--- src/logic/aag_pkg.sv ---
// Constants and carrier types for the auto acknowledgement block.
// Assumes a single 20 MHz clock and an active-low asynchronous reset.
// How it works
// - Repetition 64: count picks 64..512 preamble.
// - Repetition 1024: count picks 1024..2048 preamble.
// - Repetition 4096 in standard mode gives 4096 preamble.
// - Extended mode: count alone picks 16..4096.
// - Accumulation stops at 16-bit tap magnitude.
// - Chosen preamble at most one step longer.
// - Delimiter loaded only on host transmit.
// - Start plus off loads delimiter, no radiation.
// - Auto re-enable returns to receive after ack.
// - Turnaround delay from configurable input, scaled by TIM_SCALE.
// - Frame-pending bit copies configuration bit.
// - Requested flag sets with checksum-good flag.
// - Stale requested flag sends no acknowledgement.
// - Ack needs filtering, auto-ack, pass, request.
// - Send five-octet acknowledgement at reception end.
`default_nettype none

package aag_pkg;

  // ------------------------------------------------------------
  // Field widths and encodings
  // ------------------------------------------------------------
  localparam int PACC_W = 12;
  localparam int PLEN_W = 13;
  localparam int TIM_W  = 8;
  localparam int TAP_W  = 16;

  typedef enum logic [1:0] {
    AAG_PSR_64, AAG_PSR_1024, AAG_PSR_4096, AAG_PSR_RSVD
  } aag_psr_t;

  localparam logic [PLEN_W-1:0] PL_16   = 13'h0010;
  localparam logic [PLEN_W-1:0] PL_32   = 13'h0020;
  localparam logic [PLEN_W-1:0] PL_64   = 13'h0040;
  localparam logic [PLEN_W-1:0] PL_128  = 13'h0080;
  localparam logic [PLEN_W-1:0] PL_256  = 13'h0100;
  localparam logic [PLEN_W-1:0] PL_512  = 13'h0200;
  localparam logic [PLEN_W-1:0] PL_1024 = 13'h0400;
  localparam logic [PLEN_W-1:0] PL_1536 = 13'h0600;
  localparam logic [PLEN_W-1:0] PL_2048 = 13'h0800;
  localparam logic [PLEN_W-1:0] PL_4096 = 13'h1000;

  localparam logic [PACC_W-1:0] PACC_MAX = 12'hFFF;
  localparam logic [TAP_W-1:0]  TAP_LIMIT = 16'h8000;

  // ------------------------------------------------------------
  // Timing
  // ------------------------------------------------------------
  localparam int CLK_NS         = 50;
  localparam int SYMBOL_NS      = 1000;
  localparam int SYM_CYC        = (SYMBOL_NS + CLK_NS - 1) / CLK_NS;
  localparam int ACK_OCTETS     = 5;
  localparam int OCTET_CYC      = 8;
  localparam int ACK_TX_CYC     = ACK_OCTETS * OCTET_CYC;
  localparam logic [TIM_W-1:0] TIM_RESET = 8'h0C;

  // ------------------------------------------------------------
  // Carriers
  // ------------------------------------------------------------
  typedef struct packed {
    logic frame_filter_en;
    logic auto_ack_enable;
    logic rx_auto_reenable;
    logic ack_pending_value;
    logic ext_frame_mode;
  } aag_cfg_t;

  typedef struct packed {
    logic              rx_end;
    logic              crc_good;
    logic              filter_pass;
    logic              data_or_cmd;
    logic              ack_req_bit;
    aag_psr_t          rx_preamble_symbol_rep;
    logic [PACC_W-1:0] preamble_accum_count;
  } aag_rx_t;

  typedef enum logic [2:0] {
    AAG_IDLE, AAG_RX, AAG_TURN, AAG_TX, AAG_SFD_INIT
  } aag_state_t;

endpackage

`default_nettype wire

--- src/logic/aag_pacc.sv ---
// Preamble accumulation counter with tap saturation stop.
// Assumes per-symbol strobe and tap magnitude from the correlator.
`default_nettype none

module aag_pacc
  import aag_pkg::*;
(
  // Clock and reset
  input  wire logic              ref_clk,
  input  wire logic              nrst,
  // Accumulator control
  input  wire logic              acc_clear,
  input  wire logic              acc_symbol,
  input  wire logic [TAP_W-1:0]  tap_peak,
  output logic      [PACC_W-1:0] count_r,
  output logic                   saturated_r
);

  // ----------------------------------------------------------
  // Counting
  // ----------------------------------------------------------
  wire logic tap_full = (tap_peak >= TAP_LIMIT);
  wire logic step     = acc_symbol && !saturated_r && count_r != PACC_MAX;

  always_ff @(posedge ref_clk or negedge nrst) begin
    if (!nrst) begin
      count_r     <= '0;
      saturated_r <= 1'b0;
    end else if (acc_clear) begin
      count_r     <= '0;
      saturated_r <= 1'b0;
    end else begin
      if (step) count_r <= count_r + 1'b1;
      if (acc_symbol && tap_full) saturated_r <= 1'b1;
    end
  end

  a_stop_at_tap: assert property (@(posedge ref_clk) disable iff (!nrst)
    saturated_r && !acc_clear |=> $stable(count_r))
    else $error("accumulation continued after tap saturation");

endmodule

`default_nettype wire

--- src/logic/aag_core.sv ---
// Auto acknowledgement sequencer: preamble choice, turnaround, flags.
// Assumes receive status and configuration are synchronous to ref_clk.
`default_nettype none

module aag_core
  import aag_pkg::*;
#(
  parameter int TIM_SCALE = SYM_CYC
)(
  // Clock and reset
  input  wire logic              ref_clk,
  input  wire logic              nrst,
  // Configuration
  input  wire aag_cfg_t          cfg,
  input  wire logic [TIM_W-1:0]  ack_turnaround_time,
  // Host commands
  input  wire logic              tx_start_cmd,
  input  wire logic              transceiver_off_cmd,
  input  wire logic              rx_enable_cmd,
  input  wire logic              ack_flag_clear,
  // Receiver side
  input  wire aag_rx_t           rx,
  input  wire logic              acc_clear,
  input  wire logic              acc_symbol,
  input  wire logic [TAP_W-1:0]  tap_peak,
  // Status
  output logic                   ack_requested_flag,
  output logic                   rx_checksum_good_flag,
  output logic                   tx_frame_sent_flag,
  output logic                   sfd_loaded,
  output logic                   rx_on,
  output logic                   tx_on,
  output logic                   radiate,
  output logic                   ack_frame_pending,
  output logic [PLEN_W-1:0]      ack_preamble_len,
  output logic [PACC_W-1:0]      preamble_accum_count
);

  // ----------------------------------------------------------
  // Preamble accumulation
  // ----------------------------------------------------------
  logic [PACC_W-1:0] pacc_r;
  logic              sat_r;

  aag_pacc u_pacc (
    .ref_clk    (ref_clk),
    .nrst       (nrst),
    .acc_clear  (acc_clear),
    .acc_symbol (acc_symbol),
    .tap_peak   (tap_peak),
    .count_r    (pacc_r),
    .saturated_r(sat_r)
  );

  // ----------------------------------------------------------
  // Preamble length selection
  // ----------------------------------------------------------
  wire logic [PACC_W-1:0] c = rx.preamble_accum_count;
  logic [PLEN_W-1:0] std_len;
  logic [PLEN_W-1:0] ext_len;
  wire logic [PLEN_W-1:0] sel_len = cfg.ext_frame_mode ? ext_len : std_len;

  always_comb begin
    case (rx.rx_preamble_symbol_rep)
      AAG_PSR_64:
        std_len = (c < 12'd65)  ? PL_64  :
                  (c < 12'd129) ? PL_128 :
                  (c < 12'd257) ? PL_256 : PL_512;
      AAG_PSR_1024:
        std_len = (c < 12'd1025) ? PL_1024 :
                  (c < 12'd1537) ? PL_1536 : PL_2048;
      AAG_PSR_4096: std_len = PL_4096;
      default:      std_len = PL_4096;
    endcase
  end

  assign ext_len = (c < 12'd17)   ? PL_16   :
                   (c < 12'd33)   ? PL_32   :
                   (c < 12'd65)   ? PL_64   :
                   (c < 12'd129)  ? PL_128  :
                   (c < 12'd257)  ? PL_256  :
                   (c < 12'd513)  ? PL_512  :
                   (c < 12'd1025) ? PL_1024 :
                   (c < 12'd1537) ? PL_1536 :
                   (c < 12'd2049) ? PL_2048 : PL_4096;

  // ----------------------------------------------------------
  // Qualification
  // ----------------------------------------------------------
  wire logic good_end   = rx.rx_end && rx.crc_good &&
                          (!cfg.frame_filter_en || rx.filter_pass);
  wire logic qualifies  = good_end && cfg.frame_filter_en &&
                          cfg.auto_ack_enable && rx.filter_pass &&
                          rx.data_or_cmd && rx.ack_req_bit;
  wire logic sfd_cmd    = tx_start_cmd && transceiver_off_cmd;
  wire logic [15:0] turn_cyc =
    16'(ack_turnaround_time * TIM_SCALE);

  // ----------------------------------------------------------
  // Sequencer
  // ----------------------------------------------------------
  aag_state_t st_r, st_nxt;
  logic [15:0] cnt_r, cnt_nxt;
  logic        done_pulse;

  always_comb begin
    st_nxt     = st_r;
    cnt_nxt    = (cnt_r == 16'h0000) ? cnt_r : cnt_r - 16'h0001;
    done_pulse = 1'b0;
    case (st_r)
      AAG_IDLE: begin
        if (sfd_cmd) st_nxt = AAG_SFD_INIT;
        else if (rx_enable_cmd) st_nxt = AAG_RX;
      end
      AAG_RX: begin
        if (transceiver_off_cmd) st_nxt = AAG_IDLE;
        else if (qualifies) begin
          st_nxt  = AAG_TURN;
          cnt_nxt = turn_cyc;
        end else if (good_end && !cfg.rx_auto_reenable) st_nxt = AAG_IDLE;
      end
      AAG_TURN: begin
        if (cnt_r == 16'h0000) begin
          st_nxt  = AAG_TX;
          cnt_nxt = 16'(ACK_TX_CYC) + {3'h0, ack_preamble_len};
        end
      end
      AAG_TX: begin
        if (cnt_r == 16'h0000) begin
          done_pulse = 1'b1;
          st_nxt = cfg.rx_auto_reenable ? AAG_RX : AAG_IDLE;
        end
      end
      AAG_SFD_INIT: st_nxt = AAG_IDLE;
      default: st_nxt = AAG_IDLE;
    endcase
  end

  always_ff @(posedge ref_clk or negedge nrst) begin
    if (!nrst) begin
      st_r  <= AAG_IDLE;
      cnt_r <= '0;
    end else begin
      st_r  <= st_nxt;
      cnt_r <= cnt_nxt;
    end
  end

  // ----------------------------------------------------------
  // Outputs and flags
  // ----------------------------------------------------------
  wire logic set_aat = good_end && rx.ack_req_bit;

  always_ff @(posedge ref_clk or negedge nrst) begin
    if (!nrst) begin
      ack_requested_flag    <= 1'b0;
      rx_checksum_good_flag <= 1'b0;
      tx_frame_sent_flag    <= 1'b0;
      sfd_loaded            <= 1'b0;
      rx_on                 <= 1'b0;
      tx_on                 <= 1'b0;
      radiate               <= 1'b0;
      ack_frame_pending     <= 1'b0;
      ack_preamble_len      <= PL_64;
      preamble_accum_count  <= '0;
    end else begin
      // Set wins over clear
      if (set_aat) ack_requested_flag <= 1'b1;
      else if (ack_flag_clear) ack_requested_flag <= 1'b0;
      if (good_end) rx_checksum_good_flag <= 1'b1;
      else if (ack_flag_clear) rx_checksum_good_flag <= 1'b0;
      if (done_pulse) tx_frame_sent_flag <= 1'b1;
      else if (ack_flag_clear) tx_frame_sent_flag <= 1'b0;
      if (tx_start_cmd) sfd_loaded <= 1'b1;
      rx_on   <= (st_nxt == AAG_RX);
      tx_on   <= (st_nxt == AAG_TX) || (st_nxt == AAG_SFD_INIT);
      radiate <= (st_nxt == AAG_TX);
      if (qualifies) begin
        ack_preamble_len  <= sel_len;
        ack_frame_pending <= cfg.ack_pending_value;
      end
      preamble_accum_count <= pacc_r;
    end
  end

  // ----------------------------------------------------------
  // Checks
  // ----------------------------------------------------------
  a_flags_together: assert property (@(posedge ref_clk) disable iff (!nrst)
    set_aat |=> ack_requested_flag && rx_checksum_good_flag)
    else $error("requested flag not set with checksum flag");
  a_std_4096: assert property (@(posedge ref_clk) disable iff (!nrst)
    qualifies && !cfg.ext_frame_mode &&
    rx.rx_preamble_symbol_rep == AAG_PSR_4096
    |=> ack_preamble_len == PL_4096)
    else $error("4096 repetition gave other preamble");
  a_std_64_top: assert property (@(posedge ref_clk) disable iff (!nrst)
    qualifies && !cfg.ext_frame_mode &&
    rx.rx_preamble_symbol_rep == AAG_PSR_64 && c > 12'd256
    |=> ack_preamble_len == PL_512)
    else $error("64 repetition long count not 512");
  a_std_1024_mid: assert property (@(posedge ref_clk) disable iff (!nrst)
    qualifies && !cfg.ext_frame_mode &&
    rx.rx_preamble_symbol_rep == AAG_PSR_1024 &&
    c > 12'd1024 && c < 12'd1537
    |=> ack_preamble_len == PL_1536)
    else $error("1024 repetition mid count not 1536");
  a_ext_short: assert property (@(posedge ref_clk) disable iff (!nrst)
    qualifies && cfg.ext_frame_mode && c < 12'd17
    |=> ack_preamble_len == PL_16)
    else $error("extended short count not 16");
  a_no_stale_ack: assert property (@(posedge ref_clk) disable iff (!nrst)
    st_r == AAG_RX && rx.rx_end && !rx.ack_req_bit
    |=> st_r != AAG_TURN)
    else $error("ack started without request bit");
  a_pend_copy: assert property (@(posedge ref_clk) disable iff (!nrst)
    qualifies |=> ack_frame_pending == $past(cfg.ack_pending_value))
    else $error("frame pending bit not copied");
  a_sfd_silent: assert property (@(posedge ref_clk) disable iff (!nrst)
    st_r == AAG_IDLE && sfd_cmd |=> ##1 !radiate && sfd_loaded)
    else $error("delimiter load radiated or did not load");
  a_reenable: assert property (@(posedge ref_clk) disable iff (!nrst)
    done_pulse && cfg.rx_auto_reenable |=> rx_on)
    else $error("receiver not re-enabled after ack");
  a_turn_zero: assert property (@(posedge ref_clk) disable iff (!nrst)
    st_r == AAG_RX && !transceiver_off_cmd && qualifies &&
    turn_cyc == 16'h0000
    |=> ##1 st_r == AAG_TX)
    else $error("zero turnaround not honoured");

  c_ack_sent: cover property (@(posedge ref_clk) done_pulse);
  c_ext_ack:  cover property (@(posedge ref_clk)
    qualifies && cfg.ext_frame_mode);
  c_sfd_init: cover property (@(posedge ref_clk) st_r == AAG_SFD_INIT);
  c_stale:    cover property (@(posedge ref_clk)
    ack_requested_flag && good_end && !rx.ack_req_bit);
  c_pacc_sat: cover property (@(posedge ref_clk) sat_r);

endmodule

`default_nettype wire

--- config.mk ---
export PLATFORM = sky130hd
export DESIGN_NAME = aag_core
export DESIGN_NICKNAME = d
export VERILOG_FILES = /design/src/logic/aag_pkg.sv /design/src/logic/aag_pacc.sv /design/src/logic/aag_core.sv
export SDC_FILE = /design/constraint.sdc
export NUM_CORES = 1
export LEC_CHECK = 0
export BUFFER_PORTS_ARGS = -buffer_cell sky130_fd_sc_hd__buf_2
export CAP_MARGIN = 40
export CORE_AREA = 2 2 98 81
export CTS_CLUSTER_DIAMETER = 50
export DETAILED_ROUTE_END_ITERATION = 6
export DIE_AREA = 0 0 100 83
export PLACE_DENSITY = 0.74
export SLEW_MARGIN = 20
export SYNTH_ARGS = -nofsm -noshare
export SYNTH_HDL_FRONTEND = slang
export SYNTH_SLANG_ARGS = --single-unit
--- constraint.sdc ---
create_clock -name ref_clk -period 5.95 [get_ports ref_clk]
set_input_delay 1.785 -clock ref_clk [delete_from_list [all_inputs] [get_ports ref_clk]]
set_output_delay 1.785 -clock ref_clk [all_outputs]
set_load 0.1 [all_outputs]
; ---- After elaboration in Yosys (flattened, before gate mapping)
; Cells that the tools add are included.
[classes]
addsub = 3
muxes = 40
multipliers = 1
n_lt_le_gt_ge = 10
eq_ne = 8
reduce_logical = 26
[ops]
columns = cell, count
row1 = $mux W13, 10
row2 = $mux W16, 4
row3 = $mux W12, 4
row4 = $pmux W16 S2, 1
row5 = $mux W10, 3
row6 = $pmux W13 S2, 1
row7 = $lt A12 B11 Y1 const B, 2
row8 = $mux W3, 7
row9 = $ge A16 B16 Y1 const B, 1
row10 = $logic_not A16 Y1, 1
row11 = $sub A16 B1 Y16 const B, 1
row12 = $add A6 B13 Y14 const A, 1
row13 = $logic_and A1 B1 Y1, 13
row14 = $add A12 B1 Y12 const B, 1
row15 = $lt A12 B10 Y1 const B, 1
row16 = $lt A12 B12 Y1 const B, 1
row17 = $lt A12 B5 Y1 const B, 1
row18 = $lt A12 B6 Y1 const B, 1
row19 = $lt A12 B7 Y1 const B, 1
row20 = $lt A12 B8 Y1 const B, 1
row21 = $lt A12 B9 Y1 const B, 1
row22 = $ne A12 B12 Y1 const B, 1
row23 = $pmux W3 S4, 1
row24 = $mul A8 B3 Y11 const B, 1
row25 = 10 further kinds, 28
[word_totals]
reg_bits = 65
elab_cells = 102
output_inout_bits = 33

; ---- Longest topological paths before layout
; Gate-level depths: netlist (run 1).
[logic_depth]
word_depth = 13
mapped_depth = 9

; ---- Cells and area by module
; From an unflattened synthesis (run 1), not the netlist that was laid out.
[hier_totals]
cells_unflattened = 359
hier_area_um2 = 3608.5
[modules_own_cells]
columns = mod, instances, area_per_inst_um2, cells_each, seq_area_each_um2
row1 = aag_core, 1, 2889.0, 286, 1202.4
row2 = aag_pacc, 1, 719.4, 73, 325.3

; ---- Worst setup path after synthesis (run 1)
; Ideal clock, no wire load.
[synth_timing]
path_type = input to register
start = input ack_turnaround_time[1]
end = register cnt_r[11]
arrival_time_ns = 3.391
slack_ns = 2.491
path_buffers = 0
t_required_ns = 5.881
stages = 9
path_cell_list = ha_1 -> ha_1 -> inv_1 -> fa_1 -> nor2b_1 -> o31a_1 -> o21a_1 -> or3_1 -> nand3_1
[synth_via]
elab_chain_len = 4
[synth_rtl]
columns = element, line
row1 = from (decl), aag_core.sv:15  ; input wire logic [TIM_W-1:0] ack_turnaround_time,
row2 = $mul A8 B3 Y11, aag_core.sv:97  ; 16'(ack_turnaround_time * TIM_SCALE);
row3 = $mux W16, aag_core.sv:117  ; else if (qualifies) begin
row4 = $mux W16, aag_core.sv:116  ; if (transceiver_off_cmd) st_nxt = AAG_IDLE;
row5 = $pmux W16 S2, aag_core.sv:110  ; case (st_r)
row6 = via cnt_nxt[11], aag_core.sv:103  ; logic [15:0] cnt_r, cnt_nxt;
row7 = to (signal assigned), aag_core.sv:145  ; cnt_r <= cnt_nxt;
row8 = to (decl), aag_core.sv:103
; The timed path passes the listed nets, and every way through them passes these cells.
; A chain may end at the register's enable or synchronous reset.

; ---- Worst setup path after layout (run 1)
[layout_timing]
start = input ack_turnaround_time[2]
end = register cnt_r[12]
; Same word-level chain as after synthesis.

==> results list, run 1 <==
- The flow ran to the end, and the final reports show no timing, DRC or antenna violations.
- In this run the post-CTS setup repair buffer count came out at 0.
- Number of DRC markers in iteration 0: 170
- The pre-antenna-repair detailed-routing pass consisted of 4 iterations.
- After detailed routing, the number of remaining DRC violations is 0.
- The clock passes through at most 2 buffers.
- Most used DFF post-synth: sky130_fd_sc_hd__dfrtp_1
- Of the total power, the clock network draws 0.324.
- Across the routed clock network, the largest skew measured is 0.0103 ns.
* Placed cell count: 518
- Using the TritonRoute via totals, the vias-per-cell ratio works out to approximately 5.6.
- The final number of hold-violating endpoints came to 0.
- For this run, the share of the core covered by cells in the final layout is 0.577.
- Residual antenna-violating net count after detailed routing: 0
- Number of cell instances on the worst register-to-register path: 7
* Relative slew slack: 0.477
- Summed over all cells, the static leakage comes to 0.00188 uW.
- At the later pin of the worst-skew pair, clock insertion delay measures between 0.3 and 0.4 ns.
* CTS Root Buffer Type: sky130_fd_sc_hd__clkbuf_8
- The setup path with the least slack is of type input pin to flop.
- Cts hold-fix bufs: 0
- Setup slack on the worst reg-to-reg path comes out at 3.45 ns.
- At the worst endpoint, the arrival time is 3.62 ns.
* Net Sw Power: between 400 and 500 uW
- Req. time, crit path: 6.14 ns
- Of the total power, registers draw 0.420.
- Share of the synthesized area in the top cell type: 0.422
- VDD sags by at most around 140 uV.
* Clk slew on worst S/H paths: 0.07 ns
* Number of buffers inserted by port buffering: roughly 70
* Pwr per Cell Area: 292 mW/mm2
- Total Die Area: 0.00830 mm2
* Transition at the pin with the smallest max-transition slack: 0.775 ns
- Routed wire length per instance: 14.5 um
- Clock tree from TritonCTS: yes
- The min-delay analysis places its worst path in the category flop to flop.
* Layout area overhead: 18.1%
* Cells taking the most area after synthesis: sky130_fd_sc_hd__dfrtp_1 42%, sky130_fd_sc_hd__ha_1 5.6%, sky130_fd_sc_hd__xnor2_1 3.7%
- Total wirelength of the detailed-routed design: slightly below 8000 um
- The routed design could run at a clock period as short as ~3.4 ns.
* Number of enable-type register cells in the synthesized netlist: 0
- Measured along the y axis, the die boundary spans 83 um.
* Overall track demand over capacity in global routing: 0.199
- Final number of max-transition violations: 0
- Net count, final: 514
- Top Ports: 89
- Once the clock tree was built, the resizer swapped 0 gates to a different size.
* Standard-cell rows: 28
- Summing every instance area after synthesis gives 0.00356 mm2.
- Entering global routing, the biggest net connects 62 pins.
- In the finished design, the share of the clock period the worst path needs comes to 0.578.
- Count of synthesis-stage warnings from yosys: 0
* Final setup violation count: 0
- The congestion estimate from routability-driven global placement came to around 0.9.
- sky130_fd_sc_hd__dfrtp_1 takes more of the synthesized area than any other cell.
* Largest fanout of any net on the critical path: 2
* Reg2reg start: cnt_r[0]$_DFF_PN0_
- Across all setup checks in the final design, the least slack found is ~2.5 ns.
* Num Clock Sinks: slightly above 60
* Worst Min Path Start: u_pacc.count_r[10]$_DFFE_PN0P_
- The first global-routing pass estimated 13400 um of wire.
- Setup repair after global routing left no endpoint under its margin.
- For this run, the number of standard cells in the final layout without fillers is 535.
- Along the worst hold path, the cell count comes to 0.
* Fraction of final layout cells with drive strength greater than 1: 0.234
- Antenna Diode Count: 0
- Switching Fraction: 0.332
- Measured along the x axis, the die boundary spans 100 um.
- Cts bufs inserted: 9
- Capture point of the worst reg-to-reg path: cnt_r[6]$_DFF_PN0_
- The share of the Yosys chip area taken by registers is 0.429.
* Synthesized netlist cell count: 368
- Leading cell types in the layout, fill and taps excluded: 70 x sky130_fd_sc_hd__buf_2, 60 x sky130_fd_sc_hd__dfrtp_1, 33 x sky130_fd_sc_hd__nor2_1
- Count of unique library cells instantiated by Yosys: 70
- After synthesis the netlist holds a flip-flop and latch count of between 60 and 70.
- Detailed placement HPWL: 5820 um
- Number of violations of the max-capacitance limit: 0
- Total number of vias: about 3000
* Combinational share of power: 0.256
* Maximum achievable frequency: between 200 and 300 MHz
* H-tree depth: 3
- Setup total negative slack on the finished layout was measured at 0 ns.
* Hold Crit Endpoint: preamble_accum_count[10]$_DFF_PN0_
- At the placement stage, the worst setup path has a slack of around 2.2 ns.
- The average instance in the mapped netlist occupies 9.67 um2.
- Post-synth ARST share: 1.00
* Worst setup EP type: flop
* Design internal power: 819 uW
* Number of antenna violations at the first check in global routing: 0
- The number of global-route vias before repair came to between 2000 and 3000.
- Total congestion overflow after global routing: 0
* Initial core utilization: 0.488
- Standard cell core area: around 0.0073 mm2
* Setup crit start kind: input pin
- The library cell used most frequently in the layout, excluding fill and tap cells, is sky130_fd_sc_hd__buf_2.
## worst max-delay path, cell delays in order
cell,delay (ns)
sky130_fd_sc_hd__buf_2,0.12
sky130_fd_sc_hd__ha_1,0.31
sky130_fd_sc_hd__ha_1,0.31
sky130_fd_sc_hd__a211oi_1,0.32
sky130_fd_sc_hd__o21bai_1,0.16
sky130_fd_sc_hd__or3_1,0.33
sky130_fd_sc_hd__o2111ai_1,0.16
sky130_fd_sc_hd__o211ai_1,0.13
## flip-flops by register name, indices dropped and copies added (netlist names)
| signal | cells |
|---|---|
| cnt_r | 16 |
| rx_checksum_good_flag | 1 |
| sfd_loaded | 1 |
| st_r | 3 |
| ack_preamble_len | 9 |
| u_pacc.count_r | 12 |
| u_pacc.saturated_r | 1 |
| tx_on | 1 |
| rx_on | 1 |
| ack_requested_flag | 1 |
| tx_frame_sent_flag | 1 |
| ack_frame_pending | 1 |
| radiate | 1 |
| preamble_accum_count | 12 |
## per-stage QoR
step           hold WS [ns]  power (uW)  area [um2]
2_1_floorplan         0.387         754        3570
3_3_place_gp          0.401         818        3950
3_5_place_dp          0.410         831        3960
4_1_cts               0.431        1240        4170
5_1_grt               0.431        1300        4200
6_report              0.426        1230        4200
## how the worst max path moves through the flow
stage                                       from             endpoint  slack, ns
after detailed placement  ack_turnaround_time[2]  cnt_r[12]$_DFF_PN0_       2.20
after global routing      ack_turnaround_time[2]  cnt_r[12]$_DFF_PN0_       2.43
final                     ack_turnaround_time[2]  cnt_r[12]$_DFF_PN0_       2.51
after floorplan           ack_turnaround_time[1]  cnt_r[11]$_DFF_PN0_       2.49
after CTS                 ack_turnaround_time[2]  cnt_r[12]$_DFF_PN0_       2.54
after global placement    ack_turnaround_time[1]   cnt_r[9]$_DFF_PN0_       2.27
## area by class of cell
cell class	instances	area, um2
inverter	15	56.3
clock inverter	4	72.6
tap	90	113
sequential	61	1530
fill	637	3080
multi-input combinational	281	1900
clock buffer	11	141
timing repair buffer	73	390
## per-layer routing
metal | up-vias | global-route usage | routed length [um] | part of all wire
li1 | 1505 | - | - | -
met5 | - | 0 | 0 | 0
met2 | 79 | 0.289 | 3470 | 0.45
met4 | 0 | 0.0635 | 63 | 0.0081
met3 | 6 | 0.0404 | 381 | 0.049
met1 | 1428 | 0.296 | 3820 | 0.49
## power groups by stage
stage | registers [uW] | logic, uW | clock network, uW
4_1_cts | 513 | 314 | 409
6_report | 514 | 314 | 397
3_5_place_dp | 519 | 312 | 0
2_1_floorplan | 577 | 177 | 0
5_1_grt | 522 | 350 | 431
3_3_place_gp | 516 | 302 | 0
## cells by family (layout without fill, tap and decap cells)
logic type / count (synthesis) / count (layout) / share of synthesized area
AND/OR/NAND/NOR: 142 / 142 / 0.221
adder cells (fa/ha/maj): 17 / 17 / 0.0619
buffers and inverters: 29 / 103 / 0.0390
other: 1 / 4 / 0.00105
flip-flops: 61 / 61 / 0.429
XOR/XNOR: 23 / 23 / 0.0566
AO/OA/AOI/OAI: 94 / 94 / 0.188
multiplexers: 1 / 1 / 0.00317
## cell usage after synthesis (4+ instances only)
cell type,number
sky130_fd_sc_hd__a211oi_1,4
sky130_fd_sc_hd__a21oi_1,14
sky130_fd_sc_hd__and3_1,5
sky130_fd_sc_hd__buf_4,5
sky130_fd_sc_hd__clkbuf_1,5
sky130_fd_sc_hd__dfrtp_1,60
sky130_fd_sc_hd__ha_1,16
sky130_fd_sc_hd__inv_1,15
sky130_fd_sc_hd__nand2_1,29
sky130_fd_sc_hd__nand3_1,10
sky130_fd_sc_hd__nand4_1,6
sky130_fd_sc_hd__nor2_1,33
sky130_fd_sc_hd__nor2b_1,6
sky130_fd_sc_hd__nor3_1,10
sky130_fd_sc_hd__nor3b_1,4
sky130_fd_sc_hd__nor4_1,4
sky130_fd_sc_hd__o211ai_1,4
sky130_fd_sc_hd__o21a_1,5
sky130_fd_sc_hd__o21ai_0,18
sky130_fd_sc_hd__o31ai_1,11
sky130_fd_sc_hd__or3_1,7
sky130_fd_sc_hd__or4_1,4
sky130_fd_sc_hd__xnor2_1,15
sky130_fd_sc_hd__xor2_1,8
Note: power is estimated with default switching activity, not from simulation.
==> run 2: changes to the inputs <==
--- a/config.mk
+++ b/config.mk
@@ -7,11 +7,11 @@
 export LEC_CHECK = 0
 export BUFFER_PORTS_ARGS = -buffer_cell sky130_fd_sc_hd__buf_2
 export CAP_MARGIN = 40
-export CORE_AREA = 2 2 98 81
+export CORE_AREA = 2 2 100 82
 export CTS_CLUSTER_DIAMETER = 50
 export DETAILED_ROUTE_END_ITERATION = 6
-export DIE_AREA = 0 0 100 83
-export PLACE_DENSITY = 0.74
+export DIE_AREA = 0 0 102 84
+export PLACE_DENSITY = 0.75
 export SLEW_MARGIN = 20
 export SYNTH_ARGS = -nofsm -noshare
 export SYNTH_HDL_FRONTEND = slang
==> constraint.sdc (replaced) <==
create_clock -name ref_clk -period 3.1 [get_ports ref_clk]
set_input_delay 0.93 -clock ref_clk [delete_from_list [all_inputs] [get_ports ref_clk]]
set_output_delay 0.93 -clock ref_clk [all_outputs]
set_load 0.1 [all_outputs]
==> run 2 against run 1 <==
Net effect:
- non-clock buffer count rose by 3
- routed wire length increased by 4.1%
- clock power rose by 74%
- sequential cell count unchanged
- hold slack got worse by 0.00099 ns
- count of clock-buffer cells in the layout up 1
- sequential power rose by 92%
- die area grew 3.2%
- combinational power increased by 93%
- largest power group unchanged
==> results list, run 2 (synthesis results as in run 1) <==
- The global-route wire length before repair was 13900 um (+3.3%).
* Fraction of final layout cells with drive strength greater than 1: 0.238 (+0.00460)
- The H-tree depth reported by CTS came to 3 (unchanged).
- CTS placed an instance of sky130_fd_sc_hd__clkbuf_8 at the clock tree root.
- Peak supply drop: 387 uV (+170%)
- Number of global-route vias before repair: 2991 (+4.1%)
- Count of cells resized by post-cts repair: 0 (unchanged)
- Clk slew on worst S/H paths: 0.07 ns (about the same)
* Final number of max-transition violations: 0 (unchanged)
* Flip-flop count of the largest register, all copies and words added: 16 (unchanged)
- The die outline height came to 84 um (+1.2%).
* Outcome: finished clean
- Total Neg Setup Slack: 0 ns (unchanged)
- The count of nets left with antenna violations after detail routing is 0 (unchanged).
* Largest Register: cnt_r
- The largest buffer count on any clock path is 2 (unchanged).
- The buffers inserted during post-CTS setup optimization came to 0 (unchanged).
- Of the available clock period, the critical path in the final layout requires 0.822.
- Capture point of the worst reg-to-reg path: cnt_r[6]$_DFF_PN0_
- Most frequent standard cell in the layout excluding fill and tap cells: sky130_fd_sc_hd__buf_2
- The number of buffers added by the clock tree synthesis step is 9 (unchanged).
- Pwr per Cell Area: 542 mW/mm2 (+86%)
* Routing usage on met1: 0.280 (-0.0154)
* Launch point of the worst path: cnt_r[0]$_DFF_PN0_
- The TritonCTS sink count is 61 (unchanged).
- Number of vias per cell: 5.45 (-3.4%)
* Placed cell count: 541 (+4.4%)
- Met3 Track Usage GR: 0.0561 (+0.0157)
- Req. time, crit path: 3.33 ns (-2.81 ns)
- The total number of placement rows was 29 (+3.6%).
- The routed length per placed instance is 14.5 um (about the same).
- STA classifies the critical path startpoint as a flop.
- The violation count after the first detailed-routing iteration came to 161 (-5.3%).
- Chip width: 102 um (+2.0%)
- The global routing stage identified its most utilized layer as met2.
* Maximum number of pins on one net before global-route repair: 62 (unchanged)
* # DRC: 0 (unchanged)
- Post-route clock skew: 0.00777 ns (-0.00253 ns)
- Setup repair after global routing missed its margin: no
* Leading cell types in the layout, fill and taps excluded: 70 x sky130_fd_sc_hd__buf_2, 60 x sky130_fd_sc_hd__dfrtp_1, 33 x sky130_fd_sc_hd__nor2_1
* Cts hold-fix bufs: 0 (unchanged)
* Worst Path Class, Setup: flop to flop
- The slew at the pin closest to its max-slew limit came to 0.784 ns (+0.00905 ns).
- Total wirelength of the detailed-routed design: 8050 um (+4.1%)
- Final setup violation count: 0 (unchanged)
- The initial antenna violation count came to 0 (unchanged).
- The final number of hold-violating endpoints is 0 (unchanged).
- The number of maximum-capacitance constraint violations was 0 (unchanged).
- TritonCTS built the clock tree.
- Standard cell core area: 0.00769 mm2 (+5.6%)
- The final estimated routing congestion in global placement came to 0.883 (-1.1%).
- The final design area excluding fillers came to 0.00421 mm2 (+0.15%).
- Number of buffers inserted by port buffering: 69 (unchanged)
* Largest fanout of any net on the critical path: 11 (+9)
- The post-route non-filler standard cell count came to 557 (+4.1%).
- The first-pass iteration count of the detailed router was 4 (unchanged).
* Total number of vias: 3036 (+0.60%)
- From synthesis to final layout, the design area changed by 18.3%.
- Leakage power of the design: 0.00188 uW (-0.10%)
- The global router's overall resource usage was 0.204 (+0.00531).
- Maximum achievable frequency: 393 MHz
- Worst min-delay path class: flop to flop
* Total congestion overflow after global routing: 0 (unchanged)
- Worst path arrival time: 2.77 ns (-0.85 ns)
* Total Die Area: 0.00857 mm2 (+3.2%)
- End point of the critical path: cnt_r[6]$_DFF_PN0_
- Detailed placement HPWL: 6100 um (+4.8%)
- The routed design could run at a clock period as short as approximately 2.5 ns.
- Number of cell instances on the worst register-to-register path: 7 (unchanged)
* Largest registers: cnt_r (16), preamble_accum_count (12), u_pacc.count_r (12)
* Dpl cell area: 0.00402 mm2 (+1.5%)
- Top Ports: 89 (unchanged)
- Relative slew slack: 0.471 (-0.00611)
- The fraction of met2 tracks used by global routing came to 0.317 (+0.0277).
- The insertion delay of the later-clocked pin in the worst-skew pair was 0.34 ns (about the same).
- Count of fill cells added during filler insertion: 739 (+16%)
- Worst setup EP type: flop
- Reg2Reg Setup Slack: 0.55 ns (-2.90 ns)
* Antenna Diode Count: 0 (unchanged)
* Initial core utilization: 0.462 (-0.0257)
- The worst hold margin is 0.425 ns (-0.000989 ns).
- Net count, final: 517 (+0.58%)
- In this run the critical register-to-register path is launched from cnt_r[0]$_DFF_PN0_.
==> run 2: report_power, final <==
group	internal [uW]	leakage, uW	total (uW)	switching, uW
Clock	391	0.0000964	690	299
Combinational	218	0.00101	606	388
Sequential	886	0.000775	985	99.4
Total	1490	0.00188	2280	787
==> run 2: how the worst min path moves through the flow <==
stage                                                    end  depth (start not counted)                      startpoint  slack, ns
after detailed placement  preamble_accum_count[10]$_DFF_PN0_                          0  u_pacc.count_r[10]$_DFFE_PN0P_       0.41
final                     preamble_accum_count[10]$_DFF_PN0_                          0  u_pacc.count_r[10]$_DFFE_PN0P_       0.42
after CTS                 preamble_accum_count[10]$_DFF_PN0_                          0  u_pacc.count_r[10]$_DFFE_PN0P_       0.43
after global placement    preamble_accum_count[10]$_DFF_PN0_                          0  u_pacc.count_r[10]$_DFFE_PN0P_       0.40
after floorplan            preamble_accum_count[6]$_DFF_PN0_                          0   u_pacc.count_r[6]$_DFFE_PN0P_       0.39
after global routing      preamble_accum_count[10]$_DFF_PN0_                          0  u_pacc.count_r[10]$_DFFE_PN0P_       0.44
==> run 2: stage by stage <==
stage               total power (uW)  utilization  worst slack, ns
CTS                             2300        0.547            0.530
floorplan                       1450            -            0.496
detailed placement              1600        0.522            0.246
global route                    2420        0.547            0.391
global placement                1580        0.521            0.276
finish                          2280        0.547            0.552
==> run 2: layer usage <==
layer	vias up	share of wire
met4	0	0.0077
met1	1444	0.47
met2	77	0.47
met3	6	0.050
li1	1509	-
met5	-	0
==> run 2: critical path, cell delays in order (launching register included) <==
cell and delay, ns:
sky130_fd_sc_hd__dfrtp_1 0.40, sky130_fd_sc_hd__inv_1 0.09, sky130_fd_sc_hd__ha_1 0.20, sky130_fd_sc_hd__or3b_2 0.55, sky130_fd_sc_hd__nor4_4 0.57, sky130_fd_sc_hd__a21o_4 0.27, sky130_fd_sc_hd__a21oi_1 0.05, sky130_fd_sc_hd__a211o_1 0.29
==> run 2: layout make-up <==
| type | count | area (um2) | area share |
|---|---|---|---|
| Tap cell | 108 | 135 | 0.0321 |
| Inverter | 15 | 56.3 | 0.0134 |
| Clock inverter | 4 | 47.5 | 0.0113 |
| Clock buffer | 12 | 145 | 0.0345 |
| Timing Repair Buffer | 76 | 395 | 0.0939 |
| Multi-Input combinational cell | 281 | 1900 | 0.452 |
| Sequential cell | 61 | 1530 | 0.363 |
